File: config.mk
export PLATFORM = sky130hd
export DESIGN_NAME = ilc_top
export DESIGN_NICKNAME = d
export VERILOG_FILES = /design/src/include/ilc_pkg.sv /design/src/design/ilc_gen.sv /design/src/design/ilc_det.sv /design/src/design/ilc_top.sv
export SDC_FILE = /design/constraint.sdc
export NUM_CORES = 1
export LEC_CHECK = 0
export BUFFER_PORTS_ARGS = -buffer_cell sky130_fd_sc_hd__buf_2
export CAP_MARGIN = 40
export CORE_AREA = 2 2 226 228
export CTS_BUF_LIST = sky130_fd_sc_hd__clkbuf_8
export DETAILED_ROUTE_END_ITERATION = 10
export DIE_AREA = 0 0 228 230
export PLACE_DENSITY = 0.67
export SETUP_SLACK_MARGIN = 0.5
export SLEW_MARGIN = 25
export SYNTH_ARGS = -nofsm -noshare
export SYNTH_HDL_FRONTEND = slang
export SYNTH_SLANG_ARGS = --single-unit
File: constraint.sdc
create_clock -name clk -period 13.8 [get_ports clk]
set_input_delay 0.69 -clock clk [delete_from_list [all_inputs] [get_ports clk]]
set_output_delay 0.69 -clock clk [all_outputs]
set_load 0.02 [all_outputs]
File: src/include/ilc_pkg.sv
// Shared constants and types of the in-band loop code unit
package ilc_pkg;

    // ************************************************************
    // Register offsets on the 8-bit host port
    // ************************************************************
    localparam logic [7:0] ADDR_CTRL  = 8'hb6;
    localparam logic [7:0] ADDR_TX_HI = 8'hb7;
    localparam logic [7:0] ADDR_TX_LO = 8'hb8;
    localparam logic [7:0] ADDR_UP_HI = 8'hb9;
    localparam logic [7:0] ADDR_UP_LO = 8'hba;
    localparam logic [7:0] ADDR_DN_HI = 8'hbb;
    localparam logic [7:0] ADDR_DN_LO = 8'hbc;
    localparam logic [7:0] ADDR_SP_CT = 8'hbd;
    localparam logic [7:0] ADDR_SP_HI = 8'hbe;
    localparam logic [7:0] ADDR_SP_LO = 8'hbf;

    // ************************************************************
    // Reset values and field layout
    // ************************************************************
    localparam logic [7:0] REG_RESET   = 8'h00;
    localparam int         TX_LEN_LSB  = 6;
    localparam int         UP_LEN_LSB  = 3;
    localparam int         DN_LEN_LSB  = 0;
    localparam logic [7:0] SP_CT_MASK  = 8'h07;
    localparam int         STAT_UP_BIT = 5;
    localparam int         STAT_DN_BIT = 6;
    localparam int         STAT_SP_BIT = 7;
    localparam logic [2:0] RX_LEN_LONG = 3'h7;

    typedef enum logic [1:0] {
        TX_LEN5  = 2'b00,
        TX_LEN6  = 2'b01,
        TX_LEN7  = 2'b10,
        TX_LEN16 = 2'b11
    } ilc_tx_len_e;

    // ************************************************************
    // Timing and error tolerance
    // ************************************************************
    localparam int INTEG_MS   = 36;
    localparam int CLK_KHZ    = 125000;
    localparam int INTEG_CYC  = INTEG_MS * CLK_KHZ;
    localparam int ERR_SHIFT  = 6;
    localparam int ERR_SLACK  = 8;

endpackage : ilc_pkg

File: src/design/ilc_gen.sv
// Transmit repeating code generator
module ilc_gen (
    // Clock and reset
    input  wire logic        clk,
    input  wire logic        rst,
    // Control
    input  wire logic        active,
    input  wire logic [1:0]  len_sel,
    input  wire logic [15:0] code,
    input  wire logic        fbit_insert,
    // Bit stream
    input  wire logic        bit_en,
    input  wire logic        fbit_pos,
    input  wire logic        fbit_val,
    input  wire logic        data_in,
    output logic             data_out
);

    typedef struct packed {
        logic [3:0] phase;
        logic       out;
    } ilc_gen_s;

    ilc_gen_s   s_r;
    ilc_gen_s   s_nxt;
    logic [3:0] last;

    always_comb begin
        case (len_sel)
            ilc_pkg::TX_LEN5: last = 4'h4;
            ilc_pkg::TX_LEN6: last = 4'h5;
            ilc_pkg::TX_LEN7: last = 4'h6;
            default:          last = 4'hf;
        endcase
    end

    always_comb begin
        s_nxt = s_r;
        if (!active) begin
            s_nxt.phase = 4'h0;
        end
        if (bit_en) begin
            if (fbit_pos && fbit_insert) begin
                s_nxt.out = fbit_val;
            end else if (active) begin
                s_nxt.out = code[4'hf - s_r.phase];
            end else begin
                s_nxt.out = data_in;
            end
            if (active) begin
                // Wrap without a gap; also recovers after a length change
                s_nxt.phase = (s_r.phase >= last) ? 4'h0
                                                  : s_r.phase + 4'h1;
            end
        end
    end

    always_ff @(posedge clk or posedge rst) begin
        if (rst) begin
            s_r <= '0;
        end else begin
            s_r <= s_nxt;
        end
    end

    assign data_out = s_r.out;
endmodule : ilc_gen

File: src/design/ilc_det.sv
// Receive repeating code detector with integration window
module ilc_det #(
    parameter int INTEG_CYC = ilc_pkg::INTEG_CYC
) (
    // Clock and reset
    input  wire logic        clk,
    input  wire logic        rst,
    // Control
    input  wire logic        t1_mode,
    input  wire logic        restart,
    input  wire logic [2:0]  len_sel,
    input  wire logic [15:0] code,
    // Bit stream
    input  wire logic        bit_en,
    input  wire logic        fbit_pos,
    input  wire logic        data_in,
    // Result
    output logic             detected
);

    localparam int            TW       = $clog2(INTEG_CYC + 1);
    localparam logic [TW-1:0] WIN_LAST = TW'(INTEG_CYC - 1);
    localparam logic [TW-1:0] SLACK    = TW'(ilc_pkg::ERR_SLACK);

    typedef enum logic [0:0] {
        ST_HUNT = 1'b0,
        ST_LOCK = 1'b1
    } ilc_det_state_e;

    typedef struct packed {
        ilc_det_state_e st;
        logic [15:0]    hist;
        logic [3:0]     phase;
        logic [TW-1:0]  timer;
        logic [TW-1:0]  bits;
        logic [TW-1:0]  errs;
        logic           det;
        logic           clean;
        logic [5:0]     skip;
    } ilc_det_s;

    ilc_det_s    s_r;
    ilc_det_s    s_nxt;
    logic [4:0]  len;
    logic [3:0]  last;
    logic [15:0] mask;
    logic [15:0] want;
    logic [15:0] shifted;
    logic        match;

    always_comb begin
        // Length 1..7 uses the first register only; 8/16 uses both
        len     = (len_sel == ilc_pkg::RX_LEN_LONG) ? 5'h10
                                                    : {2'b00, len_sel} + 5'h01;
        last    = 4'(len - 5'h01);
        mask    = 16'hffff >> (5'h10 - len);
        want    = code >> (5'h10 - len);
        shifted = {s_r.hist[14:0], data_in};
        match   = ((shifted ^ want) & mask) == 16'h0000;
    end

    always_comb begin
        s_nxt = s_r;
        if (s_r.timer == WIN_LAST) begin
            // Only a lock that spans a whole window counts
            s_nxt.det   = (s_r.st == ST_LOCK) && s_r.clean;
            s_nxt.clean = (s_r.st == ST_LOCK);
            s_nxt.timer = '0;
            s_nxt.bits  = '0;
            s_nxt.errs  = '0;
        end else begin
            s_nxt.timer = s_r.timer + 1'b1;
        end
        if (bit_en) begin
            s_nxt.hist = shifted;
            if (s_r.st == ST_HUNT) begin
                if (match) begin
                    s_nxt.st    = ST_LOCK;
                    s_nxt.phase = 4'h0;
                    s_nxt.bits  = '0;
                    s_nxt.errs  = '0;
                    s_nxt.skip  = 6'h00;
                end
            end else begin
                s_nxt.phase = (s_r.phase >= last) ? 4'h0
                                                  : s_r.phase + 4'h1;
                // Inserted and overwritten framing slip the phase apart;
                // stop judging until the whole code is seen again
                if (fbit_pos) begin
                    s_nxt.skip = {len, 1'b0};
                end else if (s_r.skip != 6'h00) begin
                    s_nxt.skip = s_r.skip - 6'h01;
                    // Framing bit must have left the compared bits
                    if (match && s_r.skip <= {1'b0, len} + 6'h01) begin
                        s_nxt.phase = 4'h0;
                        s_nxt.skip  = 6'h00;
                    end
                end else begin
                    s_nxt.bits = s_nxt.bits + 1'b1;
                    if (data_in != code[4'hf - s_r.phase]) begin
                        s_nxt.errs = s_nxt.errs + 1'b1;
                    end
                end
                if (s_r.errs > (s_r.bits >> ilc_pkg::ERR_SHIFT) + SLACK) begin
                    s_nxt.st    = ST_HUNT;
                    s_nxt.clean = 1'b0;
                end
            end
        end
        if (restart || !t1_mode) begin
            s_nxt.st    = ST_HUNT;
            s_nxt.clean = 1'b0;
            s_nxt.skip  = 6'h00;
            s_nxt.phase = 4'h0;
            s_nxt.timer = '0;
            s_nxt.bits  = '0;
            s_nxt.errs  = '0;
        end
        if (!t1_mode) begin
            s_nxt.det = 1'b0;
        end
    end

    always_ff @(posedge clk or posedge rst) begin
        if (rst) begin
            s_r <= '0;
        end else begin
            s_r <= s_nxt;
        end
    end

    assign detected = s_r.det;
endmodule : ilc_det

File: src/design/ilc_top.sv
// In-band loop code unit: host registers, generator and detectors

// Function
// Generator and all detectors work only in T1 mode.
// Control bits 7:6 pick transmit length 5, 6/3, 7 or 16/8/4/2/1.
// Software fills both transmit registers for 1/2/4/8/16-bit codes.
// Code repeats while loop enable is set; otherwise normal data passes.
// Framing bit overwrites code once per frame when insertion is on.
// First transmit register bit 7 goes out first; low bits ignored.
// Second transmit register is the low byte, used only for length 16.
// Three independent detectors: loop-up, loop-down and spare.
// Up length bits 5:3, down bits 2:0; 0-6 mean 1-7, 7 means 8/16.
// Length 16 joins both receive registers; 8-bit codes written twice.
// First receive register bit 7 is first code bit; unused bits ignored.
// Second receive register ignored for lengths one to seven.
// Detection works framed or unframed and tolerates one error per 100.
// Inserted or overwritten framing positions are both accepted.
// Writing a detector's first code register restarts its integration.
// Status bits 5, 6, 7 set after a full integration period.
// Software should poll status 50 to 1000 ms over five seconds.
// Spare length field uses the same one-to-sixteen encoding.
// Status clears after a full period without the code; not latched.
// Code shifts out top bit first and repeats without gaps.
module ilc_top #(
    parameter int INTEG_CYC = ilc_pkg::INTEG_CYC
) (
    // Clock and reset
    input  wire logic       clk,
    input  wire logic       rst,
    // Host register port
    input  wire logic [7:0] cpu_addr,
    input  wire logic [7:0] cpu_wdata,
    input  wire logic       cpu_wr,
    output logic      [7:0] cpu_rdata,
    // Mode and framer control
    input  wire logic       t1_mode,
    input  wire logic       tx_loop_code_enable,
    input  wire logic       tx_fbit_insert,
    // Transmit stream
    input  wire logic       tx_bit_en,
    input  wire logic       tx_fbit_pos,
    input  wire logic       tx_fbit_val,
    input  wire logic       tx_data_in,
    output logic            tx_data_out,
    // Receive stream
    input  wire logic       rx_bit_en,
    input  wire logic       rx_fbit_pos,
    input  wire logic       rx_data_in,
    // Status
    output logic      [7:0] status_reg_three
);

    // ************************************************************
    // Register state
    // ************************************************************

    typedef struct packed {
        logic [7:0] ctrl;
        logic [7:0] tx_hi;
        logic [7:0] tx_lo;
        logic [7:0] up_hi;
        logic [7:0] up_lo;
        logic [7:0] dn_hi;
        logic [7:0] dn_lo;
        logic [7:0] sp_ct;
        logic [7:0] sp_hi;
        logic [7:0] sp_lo;
        logic [7:0] rdata;
    } ilc_regs_s;

    ilc_regs_s  s_r;
    ilc_regs_s  s_nxt;

    logic       up_restart;
    logic       dn_restart;
    logic       sp_restart;
    logic       tx_active;
    logic [1:0] tx_len_sel;
    logic [2:0] up_len_sel;
    logic [2:0] dn_len_sel;
    logic [2:0] sp_len_sel;
    logic       up_code_detected;
    logic       down_code_detected;
    logic       spare_code_detected;

    // ************************************************************
    // Host writes and read-back
    // ************************************************************

    always_comb begin
        s_nxt = s_r;
        if (cpu_wr) begin
            case (cpu_addr)
                ilc_pkg::ADDR_CTRL: begin
                    s_nxt.ctrl = cpu_wdata;
                end
                ilc_pkg::ADDR_TX_HI: begin
                    s_nxt.tx_hi = cpu_wdata;
                end
                ilc_pkg::ADDR_TX_LO: begin
                    s_nxt.tx_lo = cpu_wdata;
                end
                ilc_pkg::ADDR_UP_HI: begin
                    s_nxt.up_hi = cpu_wdata;
                end
                ilc_pkg::ADDR_UP_LO: begin
                    s_nxt.up_lo = cpu_wdata;
                end
                ilc_pkg::ADDR_DN_HI: begin
                    s_nxt.dn_hi = cpu_wdata;
                end
                ilc_pkg::ADDR_DN_LO: begin
                    s_nxt.dn_lo = cpu_wdata;
                end
                ilc_pkg::ADDR_SP_CT: begin
                    // Only the length field is kept
                    s_nxt.sp_ct = cpu_wdata & ilc_pkg::SP_CT_MASK;
                end
                ilc_pkg::ADDR_SP_HI: begin
                    s_nxt.sp_hi = cpu_wdata;
                end
                ilc_pkg::ADDR_SP_LO: begin
                    s_nxt.sp_lo = cpu_wdata;
                end
                default: begin
                    s_nxt.ctrl = s_r.ctrl;
                end
            endcase
        end

        // Read data follows the address one cycle later
        case (cpu_addr)
            ilc_pkg::ADDR_CTRL:  s_nxt.rdata = s_r.ctrl;
            ilc_pkg::ADDR_TX_HI: s_nxt.rdata = s_r.tx_hi;
            ilc_pkg::ADDR_TX_LO: s_nxt.rdata = s_r.tx_lo;
            ilc_pkg::ADDR_UP_HI: s_nxt.rdata = s_r.up_hi;
            ilc_pkg::ADDR_UP_LO: s_nxt.rdata = s_r.up_lo;
            ilc_pkg::ADDR_DN_HI: s_nxt.rdata = s_r.dn_hi;
            ilc_pkg::ADDR_DN_LO: s_nxt.rdata = s_r.dn_lo;
            ilc_pkg::ADDR_SP_CT: s_nxt.rdata = s_r.sp_ct;
            ilc_pkg::ADDR_SP_HI: s_nxt.rdata = s_r.sp_hi;
            ilc_pkg::ADDR_SP_LO: s_nxt.rdata = s_r.sp_lo;
            default:             s_nxt.rdata = 8'h00;
        endcase
    end

    always_ff @(posedge clk or posedge rst) begin
        if (rst) begin
            s_r.ctrl  <= ilc_pkg::REG_RESET;
            s_r.tx_hi <= ilc_pkg::REG_RESET;
            s_r.tx_lo <= ilc_pkg::REG_RESET;
            s_r.up_hi <= ilc_pkg::REG_RESET;
            s_r.up_lo <= ilc_pkg::REG_RESET;
            s_r.dn_hi <= ilc_pkg::REG_RESET;
            s_r.dn_lo <= ilc_pkg::REG_RESET;
            s_r.sp_ct <= ilc_pkg::REG_RESET;
            s_r.sp_hi <= ilc_pkg::REG_RESET;
            s_r.sp_lo <= ilc_pkg::REG_RESET;
            s_r.rdata <= 8'h00;
        end else begin
            s_r <= s_nxt;
        end
    end

    assign cpu_rdata = s_r.rdata;

    // ************************************************************
    // Field decode and restart strobes
    // ************************************************************

    assign tx_len_sel = s_r.ctrl[ilc_pkg::TX_LEN_LSB +: 2];
    assign up_len_sel = s_r.ctrl[ilc_pkg::UP_LEN_LSB +: 3];
    assign dn_len_sel = s_r.ctrl[ilc_pkg::DN_LEN_LSB +: 3];
    assign sp_len_sel = s_r.sp_ct[2:0];

    assign up_restart = cpu_wr && cpu_addr == ilc_pkg::ADDR_UP_HI;
    assign dn_restart = cpu_wr && cpu_addr == ilc_pkg::ADDR_DN_HI;
    assign sp_restart = cpu_wr && cpu_addr == ilc_pkg::ADDR_SP_HI;

    // Generator runs only in T1 mode with the loop enable set
    assign tx_active = t1_mode && tx_loop_code_enable;

    // ************************************************************
    // Transmit generator
    // ************************************************************

    ilc_gen u_gen (
        .clk         (clk),
        .rst         (rst),
        .active      (tx_active),
        .len_sel     (tx_len_sel),
        .code        ({s_r.tx_hi, s_r.tx_lo}),
        .fbit_insert (tx_fbit_insert),
        .bit_en      (tx_bit_en),
        .fbit_pos    (tx_fbit_pos),
        .fbit_val    (tx_fbit_val),
        .data_in     (tx_data_in),
        .data_out    (tx_data_out)
    );

    // ************************************************************
    // Receive detectors
    // ************************************************************

    ilc_det #(
        .INTEG_CYC (INTEG_CYC)
    ) u_det_up (
        .clk      (clk),
        .rst      (rst),
        .t1_mode  (t1_mode),
        .restart  (up_restart),
        .len_sel  (up_len_sel),
        .code     ({s_r.up_hi, s_r.up_lo}),
        .bit_en   (rx_bit_en),
        .fbit_pos (rx_fbit_pos),
        .data_in  (rx_data_in),
        .detected (up_code_detected)
    );

    ilc_det #(
        .INTEG_CYC (INTEG_CYC)
    ) u_det_dn (
        .clk      (clk),
        .rst      (rst),
        .t1_mode  (t1_mode),
        .restart  (dn_restart),
        .len_sel  (dn_len_sel),
        .code     ({s_r.dn_hi, s_r.dn_lo}),
        .bit_en   (rx_bit_en),
        .fbit_pos (rx_fbit_pos),
        .data_in  (rx_data_in),
        .detected (down_code_detected)
    );

    ilc_det #(
        .INTEG_CYC (INTEG_CYC)
    ) u_det_sp (
        .clk      (clk),
        .rst      (rst),
        .t1_mode  (t1_mode),
        .restart  (sp_restart),
        .len_sel  (sp_len_sel),
        .code     ({s_r.sp_hi, s_r.sp_lo}),
        .bit_en   (rx_bit_en),
        .fbit_pos (rx_fbit_pos),
        .data_in  (rx_data_in),
        .detected (spare_code_detected)
    );

    // ************************************************************
    // Status
    // ************************************************************

    always_comb begin
        status_reg_three = 8'h00;
        status_reg_three[ilc_pkg::STAT_UP_BIT] = up_code_detected;
        status_reg_three[ilc_pkg::STAT_DN_BIT] = down_code_detected;
        status_reg_three[ilc_pkg::STAT_SP_BIT] = spare_code_detected;
    end
endmodule : ilc_top

Word level (Yosys, flattened, before mapping)
Index checks and enable logic that the tools add are counted.
{"block": "classes", "n_eq_ne": 27, "shift": 6, "add_sub_neg": 35, "reduce_logical": 44, "muxes": 109, "bitwise_logic": 6, "order_cmp": 14}
{"op": "$mux W46", "n": 15}
{"op": "$mux W73", "n": 3}
{"op": "$add A23 B1 Y23 const B", "n": 9}
{"op": "$mux W48", "n": 3}
{"op": "$mux W23", "n": 6}
{"op": "$mux W6", "n": 15}
{"op": "$mux W4", "n": 21}
{"op": "$eq A8 B8 Y1 const B", "n": 10}
{"op": "$pmux W8 S10", "n": 1}
{"op": "$eq A23 B23 Y1 const B", "n": 3}
{"op": "$gt A23 B23 Y1", "n": 3}
{"op": "$mux W21", "n": 3}
{"op": "$add A17 B4 Y18 const B", "n": 3}
{"op": "$and A16 B16 Y16", "n": 3}
{"op": "$logic_not A16 Y1", "n": 3}
{"op": "$shr A16 B5 Y16", "n": 3}
{"op": "$shr A16 B5 Y16 const A", "n": 3}
{"op": "$xor A16 B16 Y16", "n": 3}
{"op": "$mux W7", "n": 6}
{"op": "$mux W1", "n": 27}
{"op": "$reduce_and A2 Y1", "n": 13}
{"op": "$lt A4 B5 Y1 const B", "n": 4}
{"op": "$mux W5", "n": 4}
{"op": "$add A5 B1 Y6 const B", "n": 3}
{"op": "24 further kinds", "n": 74}
{"block": "word_totals", "out_inout_bits": 17, "input_bits": 29, "word_cells": 281, "regBits": 382}

Longest topological paths before layout
Gate-level depths: netlist (run 1).
{"block": "depth", "ltp_word": 14, "ltp_mapped": 22, "ltp_nobuf": 18}

Hierarchy
A second synthesis (run 1) with hierarchy kept.
{"block": "unflattened", "cells_unflattened": 2962, "area_unflattened_um2": 27428.8}
{"mod": "ilc_det at u_det_dn", "cells_per_inst": 867, "area_per_inst_um2": 7668.6, "instances": 1, "seq_area_each_um2": 2427.3}
{"mod": "ilc_det at u_det_sp", "cells_per_inst": 850, "area_per_inst_um2": 7639.8, "instances": 1, "seq_area_each_um2": 2427.3}
{"mod": "ilc_det at u_det_up", "cells_per_inst": 879, "area_per_inst_um2": 7589.8, "instances": 1, "seq_area_each_um2": 2427.3}
{"mod": "ilc_top", "cells_per_inst": 307, "area_per_inst_um2": 4027.6, "instances": 1, "seq_area_each_um2": 2077.0}
{"mod": "ilc_gen", "cells_per_inst": 59, "area_per_inst_um2": 503.0, "instances": 1, "seq_area_each_um2": 125.1}

Least setup slack after synthesis (run 1)
OpenSTA, ideal clock, no wires.
{"block": "synth_path", "path_type": "reg-to-reg", "from": "reg s_r[83] (netlist name)", "to": "reg u_det_up.s_r[80] (netlist name)", "path_buffers": 2, "slack_ps": 9448, "path_stages_with_launch": 19, "arrival_ps": 4228, "required_time_ps": 13676, "setup_ps": 124, "synth_period_minus_slack_ps": 4352, "cell_sequence": "dfrtp_1 > ha_1 > ha_1 > or2_1 > buf_4 > inv_2 > buf_2 > ha_1 > or4b_2 > o21ai_2 > mux2i_1 > nor4_1 > o22ai_1 > a2111oi_0 > o211ai_1 > a21oi_2 > a2111o_1 > nor3_1 > a211o_1"}
{"block": "synth_between", "elab_chain_len": 14, "elab_cells_between_ends": 23, "cone_classes": "add/sub (4); order compare (2); eq/ne (1); shift (2); mux (8); bitwise (2); reduce/logical (4)"}
{"item": "from (decl)", "line": "ilc_top.sv:71", "rtl": "ilc_regs_s s_r;"}
{"item": "from (signal assigned)", "line": "ilc_top.sv:161", "rtl": "s_r <= s_nxt;"}
{"item": "$add A3 B1 Y4 or $eq A3 B3 Y1 (tied branches)", "line": "ilc_det.sv:54, ilc_det.sv:53"}
{"item": "$mux W5 (*)", "line": "ilc_det.sv:53", "rtl": "len = (len_sel == ilc_pkg::RX_LEN_LONG) ? 5'h10"}
{"item": "$sub A5 B5 Y5", "line": "ilc_det.sv:56, ilc_det.sv:57"}
{"item": "$shr A16 B5 Y16", "line": "ilc_det.sv:57", "rtl": "want = code >> (5'h10 - len);"}
{"item": "$xor A16 B16 Y16", "line": "ilc_det.sv:59", "rtl": "match = ((shifted ^ want) & mask) == 16'h0000;"}
{"item": "$and A16 B16 Y16", "line": "ilc_det.sv:59"}
{"item": "$logic_not A16 Y1", "line": "ilc_det.sv:59"}
{"item": "$logic_and A1 B1 Y1", "line": "ilc_det.sv:94", "rtl": "if (match && s_r.skip <= {1'b0, len} + 6'h01) begin"}
{"item": "$mux W4", "line": "ilc_det.sv:94"}
{"item": "$mux W4", "line": "ilc_det.sv:91", "rtl": "end else if (s_r.skip != 6'h00) begin"}
{"item": "$mux W4", "line": "ilc_det.sv:89", "rtl": "if (fbit_pos) begin"}
{"item": "$mux W4", "line": "ilc_det.sv:76", "rtl": "if (s_r.st == ST_HUNT) begin"}
{"item": "$mux W21", "line": "ilc_det.sv:74", "rtl": "if (bit_en) begin"}
{"item": "$mux W73", "line": "ilc_det.sv:110", "rtl": "if (restart || !t1_mode) begin"}
{"item": "to (signal assigned)", "line": "ilc_det.sv:128", "rtl": "s_r <= s_nxt;"}
{"item": "to (decl)", "line": "ilc_det.sv:42", "rtl": "ilc_det_s s_r;"}
Every way passes the cells marked *; elsewhere a longest branch is shown, timed or not. The select of a mux whose other input is x is not followed.
A chain may end at the register's enable or synchronous reset.

==> out/results.ini, run 1 <==
[sta]
post-route-worst-setup-slack_ns = 7.50
worst_case_headroom_to_the_max_slew_limit = 0.414
timing.final.setup_violations = 0
grt_setup_unrepaired = false
fmaxAchievable_mhz = 159
tightestPinTransition_ns = 0.879
tns_ns = 0
finClkSkew_ns = 0.0343
number_of_pins_with_negative_max_slew_slack_in_the_final_report = 0
final_critical_path_share_of_the_clock_period = 0.457
final_hold_viol_count = 0
timing.final.crit_period_ns = 6.30

[synthesis]
synth-simple-area-share = 0.221
synth-edff-count = 0
synthDistinctLibCells = 108
synth_top_flop_cell = sky130_fd_sc_hd__dfrtp_1
yosysSeqAreaShare = 0.339
synth_top_area_cell = sky130_fd_sc_hd__dfrtp_1
main_combinational_cell_family_by_area_after_synthesis = simple AND/OR/NAND/NOR gates
synth-xor-area-share = 0.0642
yosys.area.top_type_share = 0.339
post_synth_inst_count = 2907
post_synthesis_share_of_cell_area_spent_on_full_adders_half_adders_and_majority_gates = 0.0579
synth_area_leaders = sky130_fd_sc_hd__dfrtp_1, sky130_fd_sc_hd__ha_1, sky130_fd_sc_hd__nand2_1, sky130_fd_sc_hd__mux4_2, sky130_fd_sc_hd__mux2_2
synth_seq_cells = 349
post_synth_mux_area_share = 0.117
synthArstFlopShare = 1.00
mappedNetlistArea_um2 = 25700
ys_warn_count = 0
synthesized_area_per_cell_um2 = 8.85
synth_compound_gate_area_share = 0.154

[floorplan]
starting_density_of_the_core = 0.516
die_height_um = 230
standard_cell_core_area_um2 = 49900
floorplan.die.width_um = 228
fp.dieArea_um2 = 52400
pin_count = 46
row_count = 82

[clock_tree]
tritoncts_clock_tree = done
clkLatencyLatePin_ns = 0.65
post_cts.repair.setup_buffers = 0
cts_buffer_count = 67
cts_root_buf = sky130_fd_sc_hd__clkbuf_8
cts-resized-gates = 0
cts.reportedPaths.clkPinSlew_ns = 0.06
cts-hold-fix-buffers = 0
clkSinkCount = 349
htree_num_levels = 3
clock_path_buffers = 3

[critical_path]
slowest_delay_ns = 0.86
worst_setup_path_start_kind = flop
cp_cell_sequence = buf_8 > ha_1 > ha_1 > or2_1 > inv_2 > ha_1 > or4b_2 > o221ai_1 > mux2i_1 > nor4_1 > o22ai_1 > a2111oi_0 > o211ai_1 > nand3_2 > nand2_1 > nand2_1 > a31oi_1
worst-endpoint-arrival_ns = 6.85
critical_path_class = flop to flop
timing.critical_path.to_type = flop
cp_data_required_time_ns = 14.35
critical_path_peak_fanout = 24
worst_path_most_repeated_cell = sky130_fd_sc_hd__ha_1
crit_path_top_delay_cell = sky130_fd_sc_hd__ha_1

[route]
final_antenna_net_count = 0
vias = 22900
post_drt_wl_per_cell_um = 20.1
drtPass1Iterations = 6
drt_wl_total_mm = 72.5
drt_first_iter_violations = 2118
routed_vias_inst = 6.35
remaining_drc_errors = 0

[power]
cellPowerDensity_nw_per_um2 = 98.7
ir_drop_mv = 0.0899
p_leak_nw = 11.9
total_power_mw = 2.73

[status]
run_status = completed

[placement]
place.port_buffers = 40
gp_congestion = 0.948
dp_cells = 3474
detailedPlace.worstSlack_ns = 7.17
placed_area_um2 = 26300
dp.final_hpwl_mm = 49.3

[grt]
grt_util_all_layers = 0.276
globalRoute.totalOverflow = 0
grt_max_degree = 77
antenna_found_initial = 3
grt_pass1_vias = 22500
grt_first_pass_wirelength_mm = 119

[cells_and_area]
final_layout_size_suffix_gt1_frac = 0.130
layout.nets = 3025
post_layout_nonfiller_instances = 3599
syn_to_final_growth_pct = 7.68
fillCellCount = 4525
finalInstanceArea_um2 = 27700

[flow_run]
drv_cap = 0

[worst_hold_path]
worst_min_delay_path_category = input port to asynchronous set/reset pin

==> worst max-delay path: cells and delay by family, from the launching register on <==
| kind | cells | cell delay [ns] |
|---|---|---|
| buf+inv | 2 | 0.44 |
| mux | 1 | 0.32 |
| fa+ha+maj | 3 | 1.60 |
| flops | 1 | 0.40 |
| compound gates | 5 | 1.08 |
| simple gates | 6 | 2.36 |
==> power breakdown <==
group | internal [mW] | total (mW) | switching, mW
Combinational | 0.206 | 0.526 | 0.319
Clock | 0.600 | 1.07 | 0.472
Sequential | 1.05 | 1.14 | 0.0840
Total | 1.86 | 2.73 | 0.875
==> metal layers <==
layer	vias up	wire (um)	track usage
met1	11200	31700	0.377
met5	-	0	0
met2	957	33700	0.443
met3	176	5250	0.0430
li1	10500	-	-
met4	0	1890	0.104
==> stage by stage <==
stage / util / hold slack, ns
final: 0.556 / 0.118
after detailed placement: 0.526 / 0.488
after CTS: 0.554 / 0.0957
after floorplan: - / 0.448
after global placement: 0.525 / 0.470
after global routing: 0.556 / 0.148
==> cell families (layout without fill, tap and decap cells) <==
group	Yosys count	after routing
xor gates and xnor gates	186	186
DFF	349	349
other	2	10
and+or+nand+nor	1180	1180
buffers and inverters	269	281
AOI/OAI and AO/OA	581	581
muxes	221	221
adders and majority gates	119	119
==> area by class of cell <==
cell class	instances	area [um^2]	area share
Clock buffer	80	1100	0.0397
Antenna cell	2	5.00	0.000181
Clock inverter	37	270	0.00976
Multi-Input combinational cell	2295	15900	0.572
Tap cell	672	841	0.0303
Timing Repair Buffer	80	578	0.0209
Sequential cell	349	8730	0.315
Inverter	84	325	0.0117
==> cells in the mapped netlist, types with 11 or more instances <==
master and count:
sky130_fd_sc_hd__o22ai_1 11, sky130_fd_sc_hd__a21oi_1 103, sky130_fd_sc_hd__inv_1 76, sky130_fd_sc_hd__ha_1 119, sky130_fd_sc_hd__nor4_1 18, sky130_fd_sc_hd__nor2_1 311
sky130_fd_sc_hd__a22oi_1 48, sky130_fd_sc_hd__nand3_1 176, sky130_fd_sc_hd__nor3_1 66, sky130_fd_sc_hd__a2bb2oi_1 15, sky130_fd_sc_hd__nand2b_1 23, sky130_fd_sc_hd__and3_1 41
sky130_fd_sc_hd__mux2_2 104, sky130_fd_sc_hd__a221oi_1 13, sky130_fd_sc_hd__o211ai_1 31, sky130_fd_sc_hd__and4_1 13, sky130_fd_sc_hd__and2_1 33, sky130_fd_sc_hd__mux2i_1 63
sky130_fd_sc_hd__a32oi_1 22, sky130_fd_sc_hd__dfrtp_1 349, sky130_fd_sc_hd__mux4_2 53, sky130_fd_sc_hd__xor2_1 87, sky130_fd_sc_hd__xnor2_1 97, sky130_fd_sc_hd__o21ai_0 136
sky130_fd_sc_hd__o31ai_1 11, sky130_fd_sc_hd__or3_1 14, sky130_fd_sc_hd__buf_2 25, sky130_fd_sc_hd__clkbuf_1 109, sky130_fd_sc_hd__o21a_1 25, sky130_fd_sc_hd__nand4_1 68
sky130_fd_sc_hd__nor2b_1 26, sky130_fd_sc_hd__nand2_1 320, sky130_fd_sc_hd__buf_1 22, sky130_fd_sc_hd__or4_1 13, sky130_fd_sc_hd__buf_4 22, sky130_fd_sc_hd__a31oi_1 35
sky130_fd_sc_hd__a211oi_1 19, sky130_fd_sc_hd__a21o_1 26
==> sequential cells by signal, summed over array words and instances, names as in the netlist <==
signal             flops
u_det_up.detected      1
s_r                   72
u_det_dn.s_r          96
u_det_sp.detected      1
u_gen.s_r              4
u_det_dn.detected      1
u_det_sp.s_r          81
dn_len_sel             3
cpu_rdata              8
u_det_up.s_r          81
u_gen.data_out         1
==> layout by cell type, fill, tap and decap left out, drive strengths merged, types with 27 or more instances in the layout <==
cell	count
buf	79
inv	107
a21oi	104
xnor2	97
nand4	68
ha	119
nor3	68
and2	37
a31oi	36
clkbuf	81
mux4	54
nor2	311
o21ai	141
a21o	27
nand2	320
xor2	88
nand3	177
and3	41
o211ai	31
dfrtp	349
a22oi	49
mux2i	63
mux2	104
==> worst paths after layout <==
kind | from | cells after the start | slack (ns) | to
min reg2reg | u_det_dn.s_r[54] | 1 | 0.49 | u_det_dn.s_r[54]
max reg2reg | s_r[83] | 17 | 7.50 | u_det_up.s_r[15]
min | rst | 2 | 0.12 | cpu_rdata[6]
max in group asynchronous | rst | 4 | 11.94 | u_det_sp.s_r[51]
min in group clk | tx_bit_en | 2 | 0.41 | u_gen.data_out
max | s_r[83] | 17 | 7.50 | u_det_up.s_r[15]
Power figures use the tool's default switching activity.
==> run 2: changes to the inputs <==
==> constraint.sdc (replaced) <==
create_clock -name clk -period 6.39 [get_ports clk]
set_input_delay 0.3195 -clock clk [delete_from_list [all_inputs] [get_ports clk]]
set_output_delay 0.3195 -clock clk [all_outputs]
set_load 0.02 [all_outputs]
==> out/results.ini, run 2 (synthesized netlist as in run 1, its figures left out) <==
[status]
run_status = completed

[placement]
dp.final_hpwl_mm = 48.9  ; -0.95%
place.port_buffers = 40  ; unchanged
gp_congestion = 0.937  ; -1.2%
dp_cells = 3478  ; +0.12%

[clock_tree]
clock_path_buffers = 3  ; unchanged
clkSinkCount = 349  ; unchanged
tritoncts_clock_tree = done
cts_buffer_count = 68  ; +1.5%
htree_num_levels = 3  ; unchanged
cts_root_buf = sky130_fd_sc_hd__clkbuf_8
cts.reportedPaths.clkPinSlew_ns = 0.06  ; about the same
post_cts.repair.setup_buffers = 0  ; unchanged
clkLatencyLatePin_ns = 0.65  ; about the same

[critical_path]
worst_setup_path_start_kind = flop
cp_data_required_time_ns = 6.91  ; -7.44 ns
critical_path_peak_fanout = 24  ; unchanged
worst-endpoint-arrival_ns = 5.87  ; -0.98 ns
timing.critical_path.to_type = flop
critical_path_class = flop to flop
reg2reg_depth = 18  ; +1

[flow_run]
drv_cap = 0  ; unchanged

[power]
p_switching_mw = 1.89  ; +120%
ir_drop_mv = 0.148  ; +65%
cellInternalPower_mw = 3.89  ; +110%
p_leak_nw = 11.9  ; -0.21%
power.share.sequential = 0.426  ; +0.010
pwr-share-comb = 0.194  ; +0.002
share_clk_of_total_power = 0.380  ; -0.012
netSwitchingFraction = 0.327  ; +0.00650
cellPowerDensity_nw_per_um2 = 209  ; +110%

[floorplan]
pin_count = 46  ; unchanged
starting_density_of_the_core = 0.516  ; unchanged
floorplan.die.width_um = 228  ; unchanged
die_height_um = 230  ; unchanged
standard_cell_core_area_um2 = 49900  ; unchanged
row_count = 82  ; unchanged
fp.dieArea_um2 = 52400  ; unchanged

[sta]
final_critical_path_share_of_the_clock_period = 0.838  ; +0.381
timing.final.crit_period_ns = 5.35  ; -0.948 ns
final_hold_viol_count = 0  ; unchanged
finClkSkew_ns = 0.0362  ; +0.00185 ns
worst_case_headroom_to_the_max_slew_limit = 0.429  ; +0.0145
grt_setup_unrepaired = false
fin_hold_ws_ns = 0.0567  ; -0.0610 ns
fmaxAchievable_mhz = 187  ; +18%
tightestPinTransition_ns = 0.835  ; -0.0434 ns
number_of_pins_with_negative_max_slew_slack_in_the_final_report = 0  ; unchanged
timing.final.setup_violations = 0  ; unchanged
tns_ns = 0  ; unchanged

[cells_and_area]
most_common_cell_after_layout_fill_and_taps_aside = sky130_fd_sc_hd__dfrtp_1
register_bank_with_the_most_flops = u_det_dn.s_r
final_layout_size_suffix_gt1_frac = 0.132  ; +0.00221
post_layout_nonfiller_instances = 3604  ; +0.14%
most_frequent_cells_in_the_layout = sky130_fd_sc_hd__dfrtp_1, sky130_fd_sc_hd__nand2_1, sky130_fd_sc_hd__nor2_1, sky130_fd_sc_hd__nand3_1, sky130_fd_sc_hd__o21ai_0
biggestRegsByFlops = u_det_dn.s_r: 96 flops, u_det_sp.s_r: 81 flops, u_det_up.s_r: 81 flops
layout.nets = 3031  ; +0.20%
largest_register_ffs = 96  ; unchanged
syn_to_final_growth_pct = 7.59  ; about the same

[worst_hold_path]
whs_path_depth = 4
worst_min_delay_path_category = input port to flop

[grt]
globalRouteMet2Util = 0.438  ; -0.00505
layer_with_the_highest_usage = met2
antenna_found_initial = 4  ; +1
global_route_met3_utilization = 0.0397  ; -0.00335
met1_routing_resource_usage_after_global_routing = 0.382  ; +0.00535
grt_util_all_layers = 0.274  ; -0.00150
grt_pass1_vias = 22200  ; -1.2%
grt_max_degree = 105  ; +36%
grt_first_pass_wirelength_mm = 118  ; -0.66%
globalRoute.totalOverflow = 0  ; unchanged

[route]
drt_first_iter_violations = 2525  ; +19%
routed_vias_inst = 6.27  ; -1.2%
drtPass1Iterations = 7  ; +1
drt_wl_total_mm = 72.0  ; -0.78%
final_antenna_net_count = 0  ; unchanged
remaining_drc_errors = 0  ; unchanged
vias = 22600  ; -1.1%
post_drt_wl_per_cell_um = 20.0  ; -0.91%

## run 2: cell count changes in the layout (fill, tap and decap cells not counted), sizes merged
cell | previous run | this run
diode | 2 | 3
buf | 79 | 82
bufinv | 4 | 1
clkinv | 7 | 12
inv | 107 | 102
clkinvlp | 3 | 5
dlygate4sd3 | 0 | 2
## run 2: final timing paths
| kind | from | to | slack (ns) |
|---|---|---|---|
| worst max-delay path | s_r[84] | u_det_up.s_r[39] | 1.04 |
| worst min-delay path | tx_fbit_val | u_gen.data_out | 0.06 |
| worst min register to register | u_det_dn.s_r[54] | u_det_dn.s_r[54] | 0.48 |
| min in group asynchronous | rst | u_gen.data_out | 0.39 |
| max in group asynchronous | rst | u_det_dn.s_r[64] | 4.48 |
| worst max register to register | s_r[84] | u_det_up.s_r[39] | 1.04 |
## run 2: worst max-delay path, cell delays in order, from the launching register on
cell and delay [ns]:
sky130_fd_sc_hd__dfrtp_1 0.44, sky130_fd_sc_hd__ha_1 0.21, sky130_fd_sc_hd__ha_1 0.17, sky130_fd_sc_hd__buf_4 0.20
sky130_fd_sc_hd__or2_1 0.40, sky130_fd_sc_hd__inv_2 0.30, sky130_fd_sc_hd__ha_1 0.29, sky130_fd_sc_hd__buf_4 0.22
sky130_fd_sc_hd__or4b_2 0.66, sky130_fd_sc_hd__o21ai_2 0.14, sky130_fd_sc_hd__mux2i_1 0.15, sky130_fd_sc_hd__nor4_1 0.23
sky130_fd_sc_hd__o22ai_1 0.13, sky130_fd_sc_hd__a2111oi_0 0.32, sky130_fd_sc_hd__o211ai_1 0.28, sky130_fd_sc_hd__a21oi_1 0.60
sky130_fd_sc_hd__o21ai_0 0.22, sky130_fd_sc_hd__a21oi_1 0.19, sky130_fd_sc_hd__nor2_1 0.06
## run 2: final cells by class
| cell class | instances | area (um^2) |
|---|---|---|
| repair buffers | 85 | 621 |
| multi-input cells | 2295 | 15900 |
| diodes | 3 | 7.51 |
| clock buffers | 80 | 1100 |
| well taps | 672 | 841 |
| fillers | 4543 | 22200 |
| flip-flops and latches | 349 | 8730 |
| clock inverters | 36 | 193 |
| inverters | 84 | 322 |
## run 2: repair_timing
action	CTS	global route
hold buffers	2	0
hold endpoints to repair	32	0
setup endpoints to repair	0	6
gates resized for setup	0	1
## run 2: power groups by stage
| stage | sequential, mW | clock (mW) | combinational [mW] |
|---|---|---|---|
| floorplan | 2.36 | 0 | 0.935 |
| global placement | 2.49 | 0 | 1.08 |
| detailed placement | 2.49 | 0 | 1.10 |
| CTS | 2.46 | 2.25 | 1.11 |
| global route | 2.47 | 2.36 | 1.23 |
| finish | 2.46 | 2.20 | 1.12 |
## run 2: per-stage QoR
step	util	instance area (um^2)	power (mW)	setup WS (ns)
after floorplan	-	25800	3.29	1.40
after global placement	0.526	26200	3.57	1.08
after detailed placement	0.527	26300	3.60	0.939
after CTS	0.553	27600	5.81	0.927
after global routing	0.555	27700	6.06	0.535
final	0.555	27700	5.78	1.04
## run 2: per-layer routing
metal / wire (um) / up-vias / share of wire
met3: 4790 / 149 / 0.067
met4: 1820 / 0 / 0.025
li1: - / 10500 / -
met2: 33400 / 833 / 0.46
met1: 31900 / 11100 / 0.44
met5: 0 / - / 0
